### config.mk
export PLATFORM = sky130hd
export DESIGN_NAME = serial_boot_record_loader
export DESIGN_NICKNAME = d
export VERILOG_FILES = /design/src/design/sbrl_pkg.sv /design/src/design/sbrl_loader.sv
export VERILOG_INCLUDE_DIRS = /design/src /design/src/design
export SDC_FILE = /design/constraint.sdc
export NUM_CORES = 1
export LEC_CHECK = 0
export BUFFER_PORTS_ARGS = -buffer_cell sky130_fd_sc_hd__buf_4
export CAP_MARGIN = 10
export CORE_UTILIZATION = 60
export CTS_BUF_LIST = sky130_fd_sc_hd__clkbuf_2
export DETAILED_ROUTE_END_ITERATION = 16
export GPL_TIMING_DRIVEN = 0
export PLACE_DENSITY = 0.8
export SKIP_CTS_REPAIR_TIMING = 1
export SLEW_MARGIN = 20
export SYNTH_ARGS = -nofsm -noshare
export SYNTH_HDL_FRONTEND = slang
export SYNTH_HIERARCHICAL = 1
export SYNTH_SLANG_ARGS = --single-unit
### constraint.sdc
create_clock -name clk -period 4.9 [get_ports clk]
set_clock_uncertainty 0.1 [all_clocks]
set_input_delay 0 -clock clk [delete_from_list [all_inputs] [get_ports clk]]
set_output_delay 0 -clock clk [all_outputs]
set_load 0.005 [all_outputs]
### src/design/sbrl_regs.svh
// Constants for the serial boot record loader: offsets, codes and timing counts
`ifndef SBRL_REGS_SVH
`define SBRL_REGS_SVH

// ----------------------------------------------------------------------
// Boot ROM window
// ----------------------------------------------------------------------
`define SBRL_ROM_BASE       32'h0000_0000
`define SBRL_ROM_LENGTH     32'h0000_2000

// ----------------------------------------------------------------------
// Serial boot record layout and codes
// ----------------------------------------------------------------------
`define SBRL_SYNC_BYTE      8'h55
`define SBRL_HDR_CMD_OFS    4'h1
`define SBRL_HDR_ADDR_OFS   4'h2
`define SBRL_HDR_COUNT_OFS  4'h6
`define SBRL_HDR_DATA_OFS   4'hA
`define SBRL_CMD_STORE      4'h1
`define SBRL_CMD_EXEC       4'h3
`define SBRL_SIZE_BYTE      4'h1
`define SBRL_SIZE_WORD      4'h2
`define SBRL_SIZE_LONG      4'h4

// ----------------------------------------------------------------------
// Disk boot record layout
// ----------------------------------------------------------------------
`define SBRL_IDE_LOAD_OFS   4'h0
`define SBRL_IDE_EXEC_OFS   4'h4
`define SBRL_IDE_CRC_OFS    4'h8
`define SBRL_IDE_SECT_OFS   4'hA
`define SBRL_IDE_DATA_OFS   4'hC
`define SBRL_IDE_SECT_SHIFT 9
`define SBRL_IDE_MAX_SECT   16'h0100
`define SBRL_IDE_LAST_FILE  2'h2
`define SBRL_CRC_POLY       16'h1021
`define SBRL_CRC_INIT       16'hFFFF

// ----------------------------------------------------------------------
// Serial clock timing
// ----------------------------------------------------------------------
`define SBRL_REF_CLK_HZ     33868800
`define SBRL_SCLK_HZ        100000
`define SBRL_SCLK_HALF_DIV  (`SBRL_REF_CLK_HZ / (2 * `SBRL_SCLK_HZ))

`endif

### src/design/sbrl_pkg.sv
// Types shared by the serial boot record loader
package sbrl_pkg;

	// ------------------------------------------------------------------
	// Boot source selected by the three select lines
	// ------------------------------------------------------------------
	typedef enum logic [2:0] {
		SBRL_SRC_SERIAL_MASTER,
		SBRL_SRC_SPI_MASTER,
		SBRL_SRC_IDE_MASTER,
		SBRL_SRC_SERIAL_SLAVE,
		SBRL_SRC_UNUSED,
		SBRL_SRC_UART_GROUP_A,
		SBRL_SRC_UART_GROUP_B,
		SBRL_SRC_UART_GROUP_C
	} sbrl_source_type;

	// ------------------------------------------------------------------
	// Loader sequencer states
	// ------------------------------------------------------------------
	typedef enum {
		ST_INIT, ST_EXTERNAL, ST_HUNT, ST_HDR, ST_DATA, ST_EXEC,
		ST_IDE_HDR, ST_IDE_DATA, ST_IDE_CHECK, ST_DONE, ST_FAIL
	} sbrl_state_type;

	// One memory store: address, right-aligned data, size code
	typedef struct packed {
		logic        valid;
		logic [31:0] addr;
		logic [31:0] data;
		logic [3:0]  size;
	} sbrl_write_type;

endpackage : sbrl_pkg

### src/design/sbrl_loader.sv
// Serial boot record loader with its input byte FIFO
`timescale 1ns/1ps
`include "sbrl_regs.svh"

// ----------------------------------------------------------------------
// Byte FIFO between the boot link and the record parser
// ----------------------------------------------------------------------
module sbrl_fifo #(
	parameter int WIDTH = 8,
	parameter int DEPTH = 8
) (
	input  wire logic             clk,
	input  wire logic             rst_n,
	input  wire logic             in_valid,
	output logic                  in_ready,
	input  wire logic [WIDTH-1:0] in_data,
	output logic                  out_valid,
	input  wire logic             out_ready,
	output logic      [WIDTH-1:0] out_data
);
	localparam int AW = $clog2(DEPTH);
	logic [WIDTH-1:0] mem [DEPTH];     // Storage words
	logic [AW-1:0]    wr_ptr;          // Next slot to fill
	logic [AW-1:0]    rd_ptr;          // Next slot to drain
	logic [AW:0]      count;           // Words held
	wire              push = in_valid & in_ready;
	wire              pop  = out_valid & out_ready;

	assign in_ready  = (count != (AW+1)'(DEPTH));
	assign out_valid = (count != '0);
	assign out_data  = mem[rd_ptr];

	// Storage has no reset, only the pointers and count need one
	always_ff @(posedge clk)
	begin
		if (push)
			mem[wr_ptr] <= in_data;
	end

	// Pointers wrap at DEPTH, which must be a power of two
	always_ff @(posedge clk or negedge rst_n)
	begin
		if (!rst_n)
		begin
			wr_ptr <= '0;
			rd_ptr <= '0;
			count  <= '0;
		end
		else
		begin
			wr_ptr <= wr_ptr + AW'(push);
			rd_ptr <= rd_ptr + AW'(pop);
			count  <= count + (AW+1)'(push) - (AW+1)'(pop);
		end
	end
endmodule : sbrl_fifo

// Operation
// - Strap high: boot ROM out of map
// - Strap low: primary select routes to ROM
// - ROM boot: shared pin acts as alternate select
// - ROM occupies 8 KB from address zero
// - Sample three select lines after initialization
// - Master mode: device drives, no error recovery; disk boot here still tries the next file on CRC failure
// - Slave mode: store received code, then execute
// - Serial clock divides input clock proportionally
// - Three UART baud groups offered
// - Discard bytes through first sync byte
// - Header: command, address, count, then payload
// - Upper nibble command, lower nibble width
// - Command 1 stores, command 3 executes
// - Size 1 byte, 2 word, 4 longword
// - Units go to consecutive addresses
// - After count bytes, next record begins
// - Write each unit once fully received
// - Execute calls address, then parsing resumes
// - Disk header: load, exec, CRC, sectors
// - Disk length in sectors; check CRC first
// - On CRC failure try next boot file
module serial_boot_record_loader (
	input  wire logic                      clk,
	input  wire logic                      rst_n,
	input  wire logic                      boot_source_strap,
	input  wire logic                      boot_type_sel_bit0,
	input  wire logic                      boot_type_sel_bit1,
	input  wire logic                      boot_type_sel_bit2,
	input  wire logic [31:0]               cpu_addr,
	output logic                           rom_mapped,
	output logic                           rom_hit,
	output logic                           primary_chip_select_rom,
	output logic                           alternate_chip_select_mode,
	output sbrl_pkg::sbrl_source_type      boot_source,
	output logic                           master_mode,
	output logic                           slave_mode,
	output logic [1:0]                     uart_baud_group,
	output logic                           serial_clk,
	input  wire logic                      link_valid,
	output logic                           link_ready,
	input  wire logic [7:0]                link_data,
	output sbrl_pkg::sbrl_write_type       mem_wr,
	input  wire logic                      mem_wr_ready,
	output logic                           exec_req,
	output logic [31:0]                    exec_addr,
	input  wire logic                      exec_done,
	output logic [1:0]                     ide_file_index,
	output logic                           ide_file_start,
	output logic                           boot_failed
);
	import sbrl_pkg::*;

	// ------------------------------------------------------------------
	// Helpers
	// ------------------------------------------------------------------
	// Bytes per unit for a size code; unknown codes store bytes
	function automatic logic [2:0] unit_bytes(input logic [3:0] size);
		case (size)
			`SBRL_SIZE_WORD: unit_bytes = 3'h2;
			`SBRL_SIZE_LONG: unit_bytes = 3'h4;
			default:         unit_bytes = 3'h1;
		endcase
	endfunction : unit_bytes

	// CRC over one byte, MSB first
	function automatic logic [15:0] crc_byte(input logic [15:0] c, input logic [7:0] b);
		logic [15:0] r;
		r = c ^ {b, 8'h00};
		for (int i = 0; i < 8; i++)
			r = r[15] ? ((r << 1) ^ `SBRL_CRC_POLY) : (r << 1);
		crc_byte = r;
	endfunction : crc_byte

	// ------------------------------------------------------------------
	// State
	// ------------------------------------------------------------------
	sbrl_state_type state;             // Sequencer state
	logic           strap_high;        // Strap caught after reset release
	logic [3:0]     hdr_idx;           // Header byte index
	logic [3:0]     cmd;               // Record command nibble
	logic [3:0]     size_code;         // Record width nibble
	logic [31:0]    dest_addr;         // Next store address
	logic [31:0]    byte_left;         // Payload bytes still to come
	logic [31:0]    unit_buf;          // Unit being assembled
	logic [2:0]     unit_have;         // Bytes in unit_buf
	logic [15:0]    crc_calc;          // Running disk CRC
	logic [15:0]    crc_want;          // CRC from disk header
	logic [15:0]    sectors;           // Sector count from disk header
	logic [8:0]     sclk_cnt;          // Serial clock half-period count

	// ------------------------------------------------------------------
	// Byte path
	// ------------------------------------------------------------------
	wire        f_valid;               // FIFO holds a byte
	wire [7:0]  f_data;                // Oldest byte
	wire        hdr_state = (state == ST_HUNT) | (state == ST_HDR) | (state == ST_IDE_HDR);
	wire        data_state = (state == ST_DATA) | (state == ST_IDE_DATA);
	// Disk count load cycle: a byte popped here would be lost
	wire        ide_load = (state == ST_IDE_DATA) & (byte_left == 32'h0) & (hdr_idx != 4'h0);
	// Stores stall the parser, which backs up the FIFO and the link
	wire        f_ready = hdr_state | (data_state & ~mem_wr.valid & ~ide_load);
	wire        take = f_valid & f_ready;
	wire [2:0]  width = unit_bytes(size_code);
	wire [2:0]  have_next = unit_have + 3'h1;
	wire        last_byte = (byte_left == 32'h1);
	wire        is_store = (cmd == `SBRL_CMD_STORE);
	wire        unit_done = (have_next == width) | last_byte;
	wire [31:0] unit_word = {unit_buf[23:0], f_data};
	wire [17:0] ide_bytes = {sectors[8:0], 9'h000} - 18'h0000C;
	wire [2:0]  sel = {boot_type_sel_bit2, boot_type_sel_bit1, boot_type_sel_bit0};
	wire        wr_issue = take & (((state == ST_DATA) & is_store & unit_done)
	                       | (state == ST_IDE_DATA));

	sbrl_fifo #(
		.WIDTH (8),
		.DEPTH (8)
	) u_fifo (
		.clk       (clk),
		.rst_n     (rst_n),
		.in_valid  (link_valid),
		.in_ready  (link_ready),
		.in_data   (link_data),
		.out_valid (f_valid),
		.out_ready (f_ready),
		.out_data  (f_data)
	);

	// ------------------------------------------------------------------
	// Memory map and pin function
	// ------------------------------------------------------------------
	assign rom_mapped                 = (state != ST_INIT) & ~strap_high;
	assign primary_chip_select_rom    = rom_mapped;
	assign alternate_chip_select_mode = rom_mapped;
	assign rom_hit = rom_mapped & (cpu_addr < `SBRL_ROM_BASE + `SBRL_ROM_LENGTH);
	assign master_mode = (boot_source == SBRL_SRC_SERIAL_MASTER)
	                   | (boot_source == SBRL_SRC_SPI_MASTER)
	                   | (boot_source == SBRL_SRC_IDE_MASTER);
	assign slave_mode  = ~master_mode & (boot_source != SBRL_SRC_UNUSED);
	assign uart_baud_group = boot_source[1:0];
	assign exec_req    = (state == ST_EXEC);

	// ------------------------------------------------------------------
	// Serial clock: fixed divider, so its rate follows the input clock
	// ------------------------------------------------------------------
	always_ff @(posedge clk or negedge rst_n)
	begin
		if (!rst_n)
		begin
			sclk_cnt   <= '0;
			serial_clk <= 1'b0;
		end
		else if (sclk_cnt == 9'(`SBRL_SCLK_HALF_DIV - 1))
		begin
			sclk_cnt   <= '0;
			serial_clk <= ~serial_clk;
		end
		else
			sclk_cnt <= sclk_cnt + 9'h001;
	end

	// ------------------------------------------------------------------
	// Store port: held until the memory takes it
	// ------------------------------------------------------------------
	always_ff @(posedge clk or negedge rst_n)
	begin
		if (!rst_n)
			mem_wr <= '0;
		else if (wr_issue)
		begin
			mem_wr.valid <= 1'b1;
			mem_wr.addr  <= dest_addr;
			mem_wr.data  <= (state == ST_IDE_DATA) ? {24'h0, f_data} : unit_word;
			mem_wr.size  <= (state == ST_IDE_DATA) ? `SBRL_SIZE_BYTE : size_code;
		end
		else if (mem_wr_ready)
			mem_wr.valid <= 1'b0;
	end

	// ------------------------------------------------------------------
	// Sequencer
	// ------------------------------------------------------------------
	always_ff @(posedge clk or negedge rst_n)
	begin
		if (!rst_n)
		begin
			state <= ST_INIT;  strap_high <= 1'b0;  boot_source <= SBRL_SRC_SERIAL_MASTER;
			hdr_idx <= '0;  cmd <= '0;  size_code <= '0;  dest_addr <= '0;
			byte_left <= '0;  unit_buf <= '0;  unit_have <= '0;  crc_calc <= '0;
			crc_want <= '0;  sectors <= '0;  exec_addr <= '0;  ide_file_index <= '0;
			ide_file_start <= 1'b0;  boot_failed <= 1'b0;
		end
		else
		begin
			ide_file_start <= 1'b0;
			case (state)
				// Straps and select lines are caught after reset release
				ST_INIT:
				begin
					strap_high  <= boot_source_strap;
					boot_source <= sbrl_source_type'(sel);
					hdr_idx     <= '0;
					if (boot_source_strap)
						state <= ST_EXTERNAL;
					else if (sel == 3'h4)
					begin
						state       <= ST_FAIL;
						boot_failed <= 1'b1;
					end
					else if (sel == 3'h2)
					begin
						state          <= ST_IDE_HDR;
						ide_file_start <= 1'b1;
						crc_calc       <= `SBRL_CRC_INIT;
					end
					else
						state <= ST_HUNT;
				end
				// Everything up to and including sync is dropped
				ST_HUNT:
					if (take && f_data == `SBRL_SYNC_BYTE)
					begin
						state   <= ST_HDR;
						hdr_idx <= `SBRL_HDR_CMD_OFS;
					end
				ST_HDR:
					if (take)
					begin
						hdr_idx <= hdr_idx + 4'h1;
						if (hdr_idx == `SBRL_HDR_CMD_OFS)
						begin
							cmd       <= f_data[7:4];
							size_code <= f_data[3:0];
						end
						else if (hdr_idx < `SBRL_HDR_COUNT_OFS)
							dest_addr <= {dest_addr[23:0], f_data};
						else
							byte_left <= {byte_left[23:0], f_data};
						unit_have <= '0;
						unit_buf  <= '0;
						// Last header byte: zero count ends the record at once
						if (hdr_idx == `SBRL_HDR_DATA_OFS - 4'h1)
						begin
							if ({byte_left[23:0], f_data} != 32'h0)
								state <= ST_DATA;
							else if (is_store || cmd != `SBRL_CMD_EXEC)
								state <= ST_HUNT;
							else
							begin
								state     <= ST_EXEC;
								exec_addr <= dest_addr;
							end
						end
					end
				// Payload; unknown commands only count it down
				ST_DATA:
					if (take)
					begin
						byte_left <= byte_left - 32'h1;
						// Cleared per unit so short units come out right aligned
						unit_buf  <= unit_done ? 32'h0 : unit_word;
						unit_have <= unit_done ? 3'h0 : have_next;
						if (is_store && unit_done)
							dest_addr <= dest_addr + 32'(width);
						if (last_byte)
						begin
							if (cmd == `SBRL_CMD_EXEC)
							begin
								state     <= ST_EXEC;
								exec_addr <= dest_addr;
							end
							else
								state <= ST_HUNT;
						end
					end
				// Called routine returns through exec_done
				ST_EXEC:
					if (exec_done)
						state <= (boot_source == SBRL_SRC_IDE_MASTER) ? ST_DONE : ST_HUNT;
				// Disk header, twelve bytes, most significant first
				ST_IDE_HDR:
					if (take)
					begin
						hdr_idx <= hdr_idx + 4'h1;
						if (hdr_idx < `SBRL_IDE_EXEC_OFS)
							dest_addr <= {dest_addr[23:0], f_data};
						else if (hdr_idx < `SBRL_IDE_CRC_OFS)
							exec_addr <= {exec_addr[23:0], f_data};
						else if (hdr_idx < `SBRL_IDE_SECT_OFS)
							crc_want <= {crc_want[7:0], f_data};
						else
							sectors <= {sectors[7:0], f_data};
						if (hdr_idx == `SBRL_IDE_DATA_OFS - 4'h1)
						begin
							// Counts past the limit are clipped to it
							if ({sectors[7:0], f_data} > `SBRL_IDE_MAX_SECT)
								sectors <= `SBRL_IDE_MAX_SECT;
							state <= ST_IDE_DATA;
						end
					end
				// Disk payload, one byte store each, CRC runs alongside
				ST_IDE_DATA:
				begin
					if (byte_left == 32'h0 && hdr_idx != 4'h0)
					begin
						byte_left <= (sectors == 16'h0) ? 32'h0 : 32'(ide_bytes);
						hdr_idx   <= 4'h0;
						if (sectors == 16'h0)
							state <= ST_IDE_CHECK;
					end
					else if (take)
					begin
						byte_left <= byte_left - 32'h1;
						dest_addr <= dest_addr + 32'h1;
						crc_calc  <= crc_byte(crc_calc, f_data);
						if (last_byte)
							state <= ST_IDE_CHECK;
					end
				end
				// Execution only on a good CRC; else the next file
				ST_IDE_CHECK:
					if (crc_calc == crc_want)
						state <= ST_EXEC;
					else if (ide_file_index != `SBRL_IDE_LAST_FILE)
					begin
						ide_file_index <= ide_file_index + 2'h1;
						ide_file_start <= 1'b1;
						crc_calc       <= `SBRL_CRC_INIT;
						byte_left      <= '0;
						state          <= ST_IDE_HDR;
					end
					else
					begin
						state       <= ST_FAIL;
						boot_failed <= 1'b1;
					end
				// No recovery in master mode: failure is final
				ST_EXTERNAL, ST_DONE, ST_FAIL:
					state <= state;
				default:
					state <= ST_FAIL;
			endcase
		end
	end
endmodule : serial_boot_record_loader

Word-level counts from Yosys, hierarchy flattened
Memory sizes are Yosys's and may differ from the RTL's.
Cells that the tools add are included.
W data, S select, Z words.

storage, ports and cells
  flip-flop bits (word level) = 312
  memory bits (writable) = 64
  output and inout bits = 119
  logic and storage cells = 289
  memories kept = 1

memory list
  memory      depth  width  rd ports  clocked after memory_dff  wr ports  line               source
  u_fifo.mem  8      8      1         0                         1         sbrl_loader.sv:22  logic [WIDTH-1:0] mem [DEPTH];

cells by class
  add/sub/neg operators = 12
  $lt $le $gt $ge = 6
  equal/unequal tests = 68
  multiplexer cells = 104
  bitwise logic cells = 38
  reduce and logical (&&, ||, !) cells = 34

operators with widths
  operator                 number
  $mux W32                 39
  $pmux W32 S9             1
  $pmux W32 S4             2
  $eq A32 B4 Y1 const B    7
  $eq A32 B3 Y1 const B    6
  $mux W16                 12
  $mux W13                 8
  $pmux W32 S3             1
  $mux W24                 3
  $eq A32 B1 Y1 const B    2
  $eq A32 B2 Y1 const B    2
  $logic_not A32 Y1        2
  $reduce_bool A32 Y1      2
  $ne A2 B2 Y1 const B     29
  $pmux W16 S3             1
  $pmux W24 S2             1
  $mux W4                  9
  $add A32 B1 Y32 const B  1
  $add A32 B3 Y32          1
  $lt A32 B14 Y1 const B   1
  $sub A32 B1 Y32 const B  1
  $not A3 Y3               8
  $mux W3                  7
  $reduce_bool A4 Y1       5
  53 further kinds         111

Longest topological paths before layout
An unclocked memory read counts as a cell.

  depth after elaboration = 21
  mapped depth = 15

By module
Netlist, hierarchy kept.

by module, submodules not included
  module                     times used  cells each  area each (sq um)
  serial_boot_record_loader  1           1,430       14,396.3
  sbrl_fifo                  1           146         3,032.9

Worst setup path after synthesis
No wires, ideal clock.

  path type = register to register
  start point = reg u_fifo.rd_ptr[0]
  end point = reg exec_addr[24]
  library setup time = 0.125 ns
  arrival time = 3.104 ns
  required time = 4.675 ns
  slack = 1.571 ns
  stages on the path, launching flop included = 14
  path buffers = 5
  clock period less this slack = 3.329 ns
  path through = dfrtp_1 -> buf_6 -> buf_12 -> mux4_1 -> mux2_2 -> clkbuf_1 -> nor4_1 -> and2_1 -> nand4_1 -> o21ai_0 -> and3_1 -> buf_2 -> buf_4 -> mux2_2

on the way
  word-level cells in the longest chain between the ends = 4

ends and longest elaborated chain
  element                              line                source
  from (decl)                          sbrl_loader.sv:24   logic [AW-1:0] rd_ptr;
  from (signal assigned)               sbrl_loader.sv:52   rd_ptr <= rd_ptr + AW'(pop);
  $mem_v2 Z8 W8                        --
  via f_data[3]                        sbrl_loader.sv:153  wire [7:0] f_data;
  $reduce_bool A32 Y1                  sbrl_loader.sv:301  if ({byte_left[23:0], f_data} != 32'h0)
  $ne A2 B2 Y1 (no source line)        --
  $reduce_and A11 Y1 (no source line)  --
  to (signal assigned)                 sbrl_loader.sv:308  exec_addr <= dest_addr;
  to (signal assigned)                 sbrl_loader.sv:327  exec_addr <= dest_addr;
  to (signal assigned)                 sbrl_loader.sv:345  exec_addr <= {exec_addr[23:0], f_data};
  to (decl)                            sbrl_loader.sv:103  output logic [31:0] exec_addr,

The timed path passes the listed nets, and every way through them passes these cells.
A chain may end at the register's enable or synchronous reset.

Final worst setup path
  start point = reg state[0]
  end point = reg dest_addr[31]

on the way
  word-level cells in the longest chain between the ends = 9
  elaborated cells between the ends (all ways) = 31
  those cells by class = 18 x eq/ne; 1 x mux; 10 x bitwise; 2 x reduce/logical

ends and longest elaborated chain
  element                              line                                    source
  from (decl)                          sbrl_loader.sv:135                      sbrl_state_type state;
  from (signal assigned)               sbrl_loader.sv:336                      state <= (boot_source == SBRL_SRC_IDE_MASTER) ? ST_DONE : ST_HUNT;
  from (signal assigned)               sbrl_loader.sv:396                      state <= state;
  $eq A32 B4 Y1                        sbrl_loader.sv:155, sbrl_loader.sv:157
  $and A1 B1 Y1 (2 in series)          sbrl_loader.sv:157                      wire ide_load = (state == ST_IDE_DATA) & (byte_left == 32'h0) & (hdr_idx != 4'h0);
  $not A1 Y1                           sbrl_loader.sv:159                      wire f_ready = hdr_state | (data_state & ~mem_wr.valid & ~ide_load);
  $and A1 B1 Y1                        sbrl_loader.sv:159
  $or A1 B1 Y1                         sbrl_loader.sv:159
  $and A1 B1 Y1                        sbrl_loader.sv:160                      wire take = f_valid & f_ready;
  $ne A2 B2 Y1 (no source line)        --
  $reduce_and A10 Y1 (no source line)  --
  to (signal assigned)                 sbrl_loader.sv:293                      dest_addr <= {dest_addr[23:0], f_data};
  to (signal assigned)                 sbrl_loader.sv:321                      dest_addr <= dest_addr + 32'(width);
  to (signal assigned)                 sbrl_loader.sv:343                      dest_addr <= {dest_addr[23:0], f_data};
  to (decl)                            sbrl_loader.sv:140                      logic [31:0] dest_addr;

Several ways; a longest one is shown, not always the timed one.

==> impl_results.md <==
* CTS tree: yes
* Post-synth top area share at 0.4078
* Failing checks: hold timing
* Fmax at 0.2154 GHz
* Cells after DPL at 2117
* Worst-Skew Late Latency at 0.95 ns
* Core box area at 28630 um^2
* Setup-failing EPs final at 0
* Worst Hold Launch: exec_done
* Fin crit share at 0.9473
* Maxcap violations at 0
* Sink Count at 348
* DIE AREA at 29730 um^2
* Iteration-0 DRC Markers at 1324
* Startpoint Class: register
* Worst path required time at 5.58 ns
* Slew Viols, Final at 0
* Post-DRT Antenna Nets at 0
* Status: complete, but fails checks
* CTS H-tree lvls at 3
* I/O pins at 168
* CTS buffer count at 87
* Mapped Cells at 1576
* Pin count of the biggest net entering global routing at 99
* Slew Limit Headroom at 0.2548
* Synth Area in Compound Gates at 0.1327
* XOR/XNOR share of the synthesized area at 0.03065
* Layout area overhead at 16.41%
* Min-delay worst type: in2reg
* Post-synth ARST share at 0.8161
* Share of post-route cells with drive strength above 1 at 0.2526
* Crit-path max FO at 10
* Synthesized-area fraction occupied by adder cells at 0.02082
* Syn_nets at 1652
* YS warnings at 6
* Most frequent cells in the layout: dfrtp_1 (284), buf_4 (164), mux2_2 (135), clkbuf_2 (129), nor2_1 (115)
* RSZ-0062 raised after global routing: false
* Tot GR Track Use at 0.3313
* Nets at 1929
* Accumulated negative setup slack at 0 ns
* Row cnt at 62
* Detailed Routing Iterations Pass 1 at 7
* Worst-margin pin slew at 1.102 ns
* Largest family of logic cells by synthesized area: multiplexers
* Pwr Density at 547.7 nW/um^2
* DP Wirelength at 33.21 mm
* EDFF count, synth at 64
* Avg WL per Cell at 21.03 um
* Fill count at 2110
* Fin cells at 2309
* Multiplexer area fraction after synthesis at 0.1334
* Yosys top cell by area: dfrtp_1
* Worst setup EP type: register
* Die Height at 172.4 um
* Hold path depth at 8
* Simple-Gate Fraction of Synth Area at 0.1204
* R2R Path End: dest_addr[31]$_DFFE_PN0P_
* Vias at 14290
* Hold EP: state[2]$_DFFE_PN0P_
* Worst r2r path cells at 11
* Hold Vio Cnt, Final at 3
* Tot Pwr at 11.11 mW
* Tmin final at 4.642 ns
* Final wirelength at 48.56 mm
* Hold WS at -0.08566 ns
* Distinct cells, synth at 92
* Root Driver: clkbuf_2
* Die X-Extent at 172.4 um
* Maximum clock path buffer count at 3
* Worst EP arrival at 5.32 ns
* Overflow after GRT at 0
* Initial antenna violation count at 1
* R2R Setup Slk at 0.26 ns
* Sequential area share after synthesis at 0.5180
* First-pass GRT wire length at 75.07 mm
* Synth top area cells: dfrtp_1 (41%), edfxtp_1 (11%), mux2_2 (8.7%), o21ai_0 (3.1%), nor2_1 (2.5%)
* Peak VDD IR at 0.3659 mV
* # port buffers at 154
* FF-to-FF Start: state[0]$_DFFE_PN0P_
* Post-synth top flop: dfrtp_1
* Avg Cell Area, Syn at 11.06 um^2
* Clock slew at reported path FFs at 0.10 ns
* Vias in the first global route at 13920
* Register bit count reported by yosys at 348
* Setup CP Type: reg2reg
* Final instance area at 20290 um^2
* Synth Cell Area at 17430 um^2
* # DRC at 0
* Most common cell after layout, fill and taps aside: dfrtp_1
* RD Place Congestion at 0.9493
* Leakage dissipation at 9.027 nW
* Post-DP Area at 19180 um^2
* Initial core utilization at 0.6089
* Via density per instance at 6.187
cell usage after synthesis, types with 14 or more instances:
cell and instances:
edfxtp_1 64, nand2_1 97, and3_1 14, nand3_1 56, a22o_1 28, ha_1 25
nor3_1 24, buf_2 14, a21oi_1 78, xnor2_1 32, xor2_1 29, clkbuf_1 63
dfrtp_1 284, nor2_1 115, inv_1 65, a31oi_1 24, mux2i_1 23, mux4_1 15
o22ai_1 22, mux2_2 135, o21ai_0 107, nor4_1 26
flip-flops by register name, summed over array words and instances (netlist names), 4 cells and up:
register / flops
mem_wr: 69
u_fifo/mem: 64
byte_left: 32
dest_addr: 32
exec_addr: 32
unit_buf: 24
crc_calc: 16
crc_want: 16
sectors: 16
sclk_cnt: 9
cmd: 4
hdr_idx: 4
size_code: 4
state: 4
u_fifo/count: 4
kinds of logic after synthesis:
| group | after synthesis |
|---|---|
| DFF | 348 |
| xor gates and xnor gates | 61 |
| buffers and inverters | 172 |
| muxes | 187 |
| adders and majority gates | 28 |
| AOI/OAI and AO/OA | 364 |
| and+or+nand+nor | 416 |
worst max-delay path, cell delays in order (launching register included):
cell	delay (ns)
dfrtp_1	0.38
clkbuf_1	0.21
and4b_1	0.24
clkbuf_1	0.28
nor4b_1	0.98
ha_1	0.31
a21o_1	0.09
a21oi_1	0.17
nor3_1	0.90
nand3_1	0.36
o32ai_1	0.36
a21oi_1	0.10
worst max-delay path by stage:
| stage | endpoint | cells past startpoint | slack, ns | start |
|---|---|---|---|---|
| 2_1_floorplan | exec_addr[24]$_DFFE_PN0P_ | 13 | 1.57 | u_fifo/rd_ptr[0]$_DFF_PN0_ |
| 3_3_place_gp | dest_addr[31]$_DFFE_PN0P_ | 11 | 0.55 | state[0]$_DFFE_PN0P_ |
| 3_5_place_dp | dest_addr[31]$_DFFE_PN0P_ | 11 | 0.42 | state[0]$_DFFE_PN0P_ |
| 4_1_cts | dest_addr[31]$_DFFE_PN0P_ | 11 | 0.37 | state[0]$_DFFE_PN0P_ |
| 5_1_grt | dest_addr[31]$_DFFE_PN0P_ | 11 | 0.08 | state[0]$_DFFE_PN0P_ |
| 6_report | dest_addr[31]$_DFFE_PN0P_ | 11 | 0.26 | state[0]$_DFFE_PN0P_ |
stage by stage:
step	setup WS, ns	utilization
floorplan	1.571	-
global placement	0.5503	0.6661
detailed placement	0.4195	0.6700
CTS	0.3676	0.6970
global route	0.07783	0.7088
finish	0.2582	0.7088
cell type report:
class                      count  area [um^2]  area share
tap                          384        480.5     0.02368
sequential                   348         9029      0.4450
multi-input combinational   1056         7662      0.3777
antenna                        1        2.502   0.0001233
timing repair buffer         188         1574     0.07758
inverter                      65        244.0     0.01203
clock inverter                32        133.9    0.006598
buffer                       107        523.0     0.02578
clock buffer                 128        640.6     0.03157
where the power goes:
group | internal [mW] | switching [mW] | total (mW)
logic | 2.09 | 2.77 | 4.87
clock network | 0.707 | 1.21 | 1.92
registers | 3.60 | 0.724 | 4.33
routing by layer:
metal / vias to the layer above / routed length [um] / GRT usage
met5: - / 0 / 0
met4: 0 / 1669 / 0.1408
met3: 137 / 4218 / 0.07118
met2: 738 / 22720 / 0.5298
met1: 7009 / 19950 / 0.4379
li1: 6402 / - / -
Power figures use the tool's default switching activity.
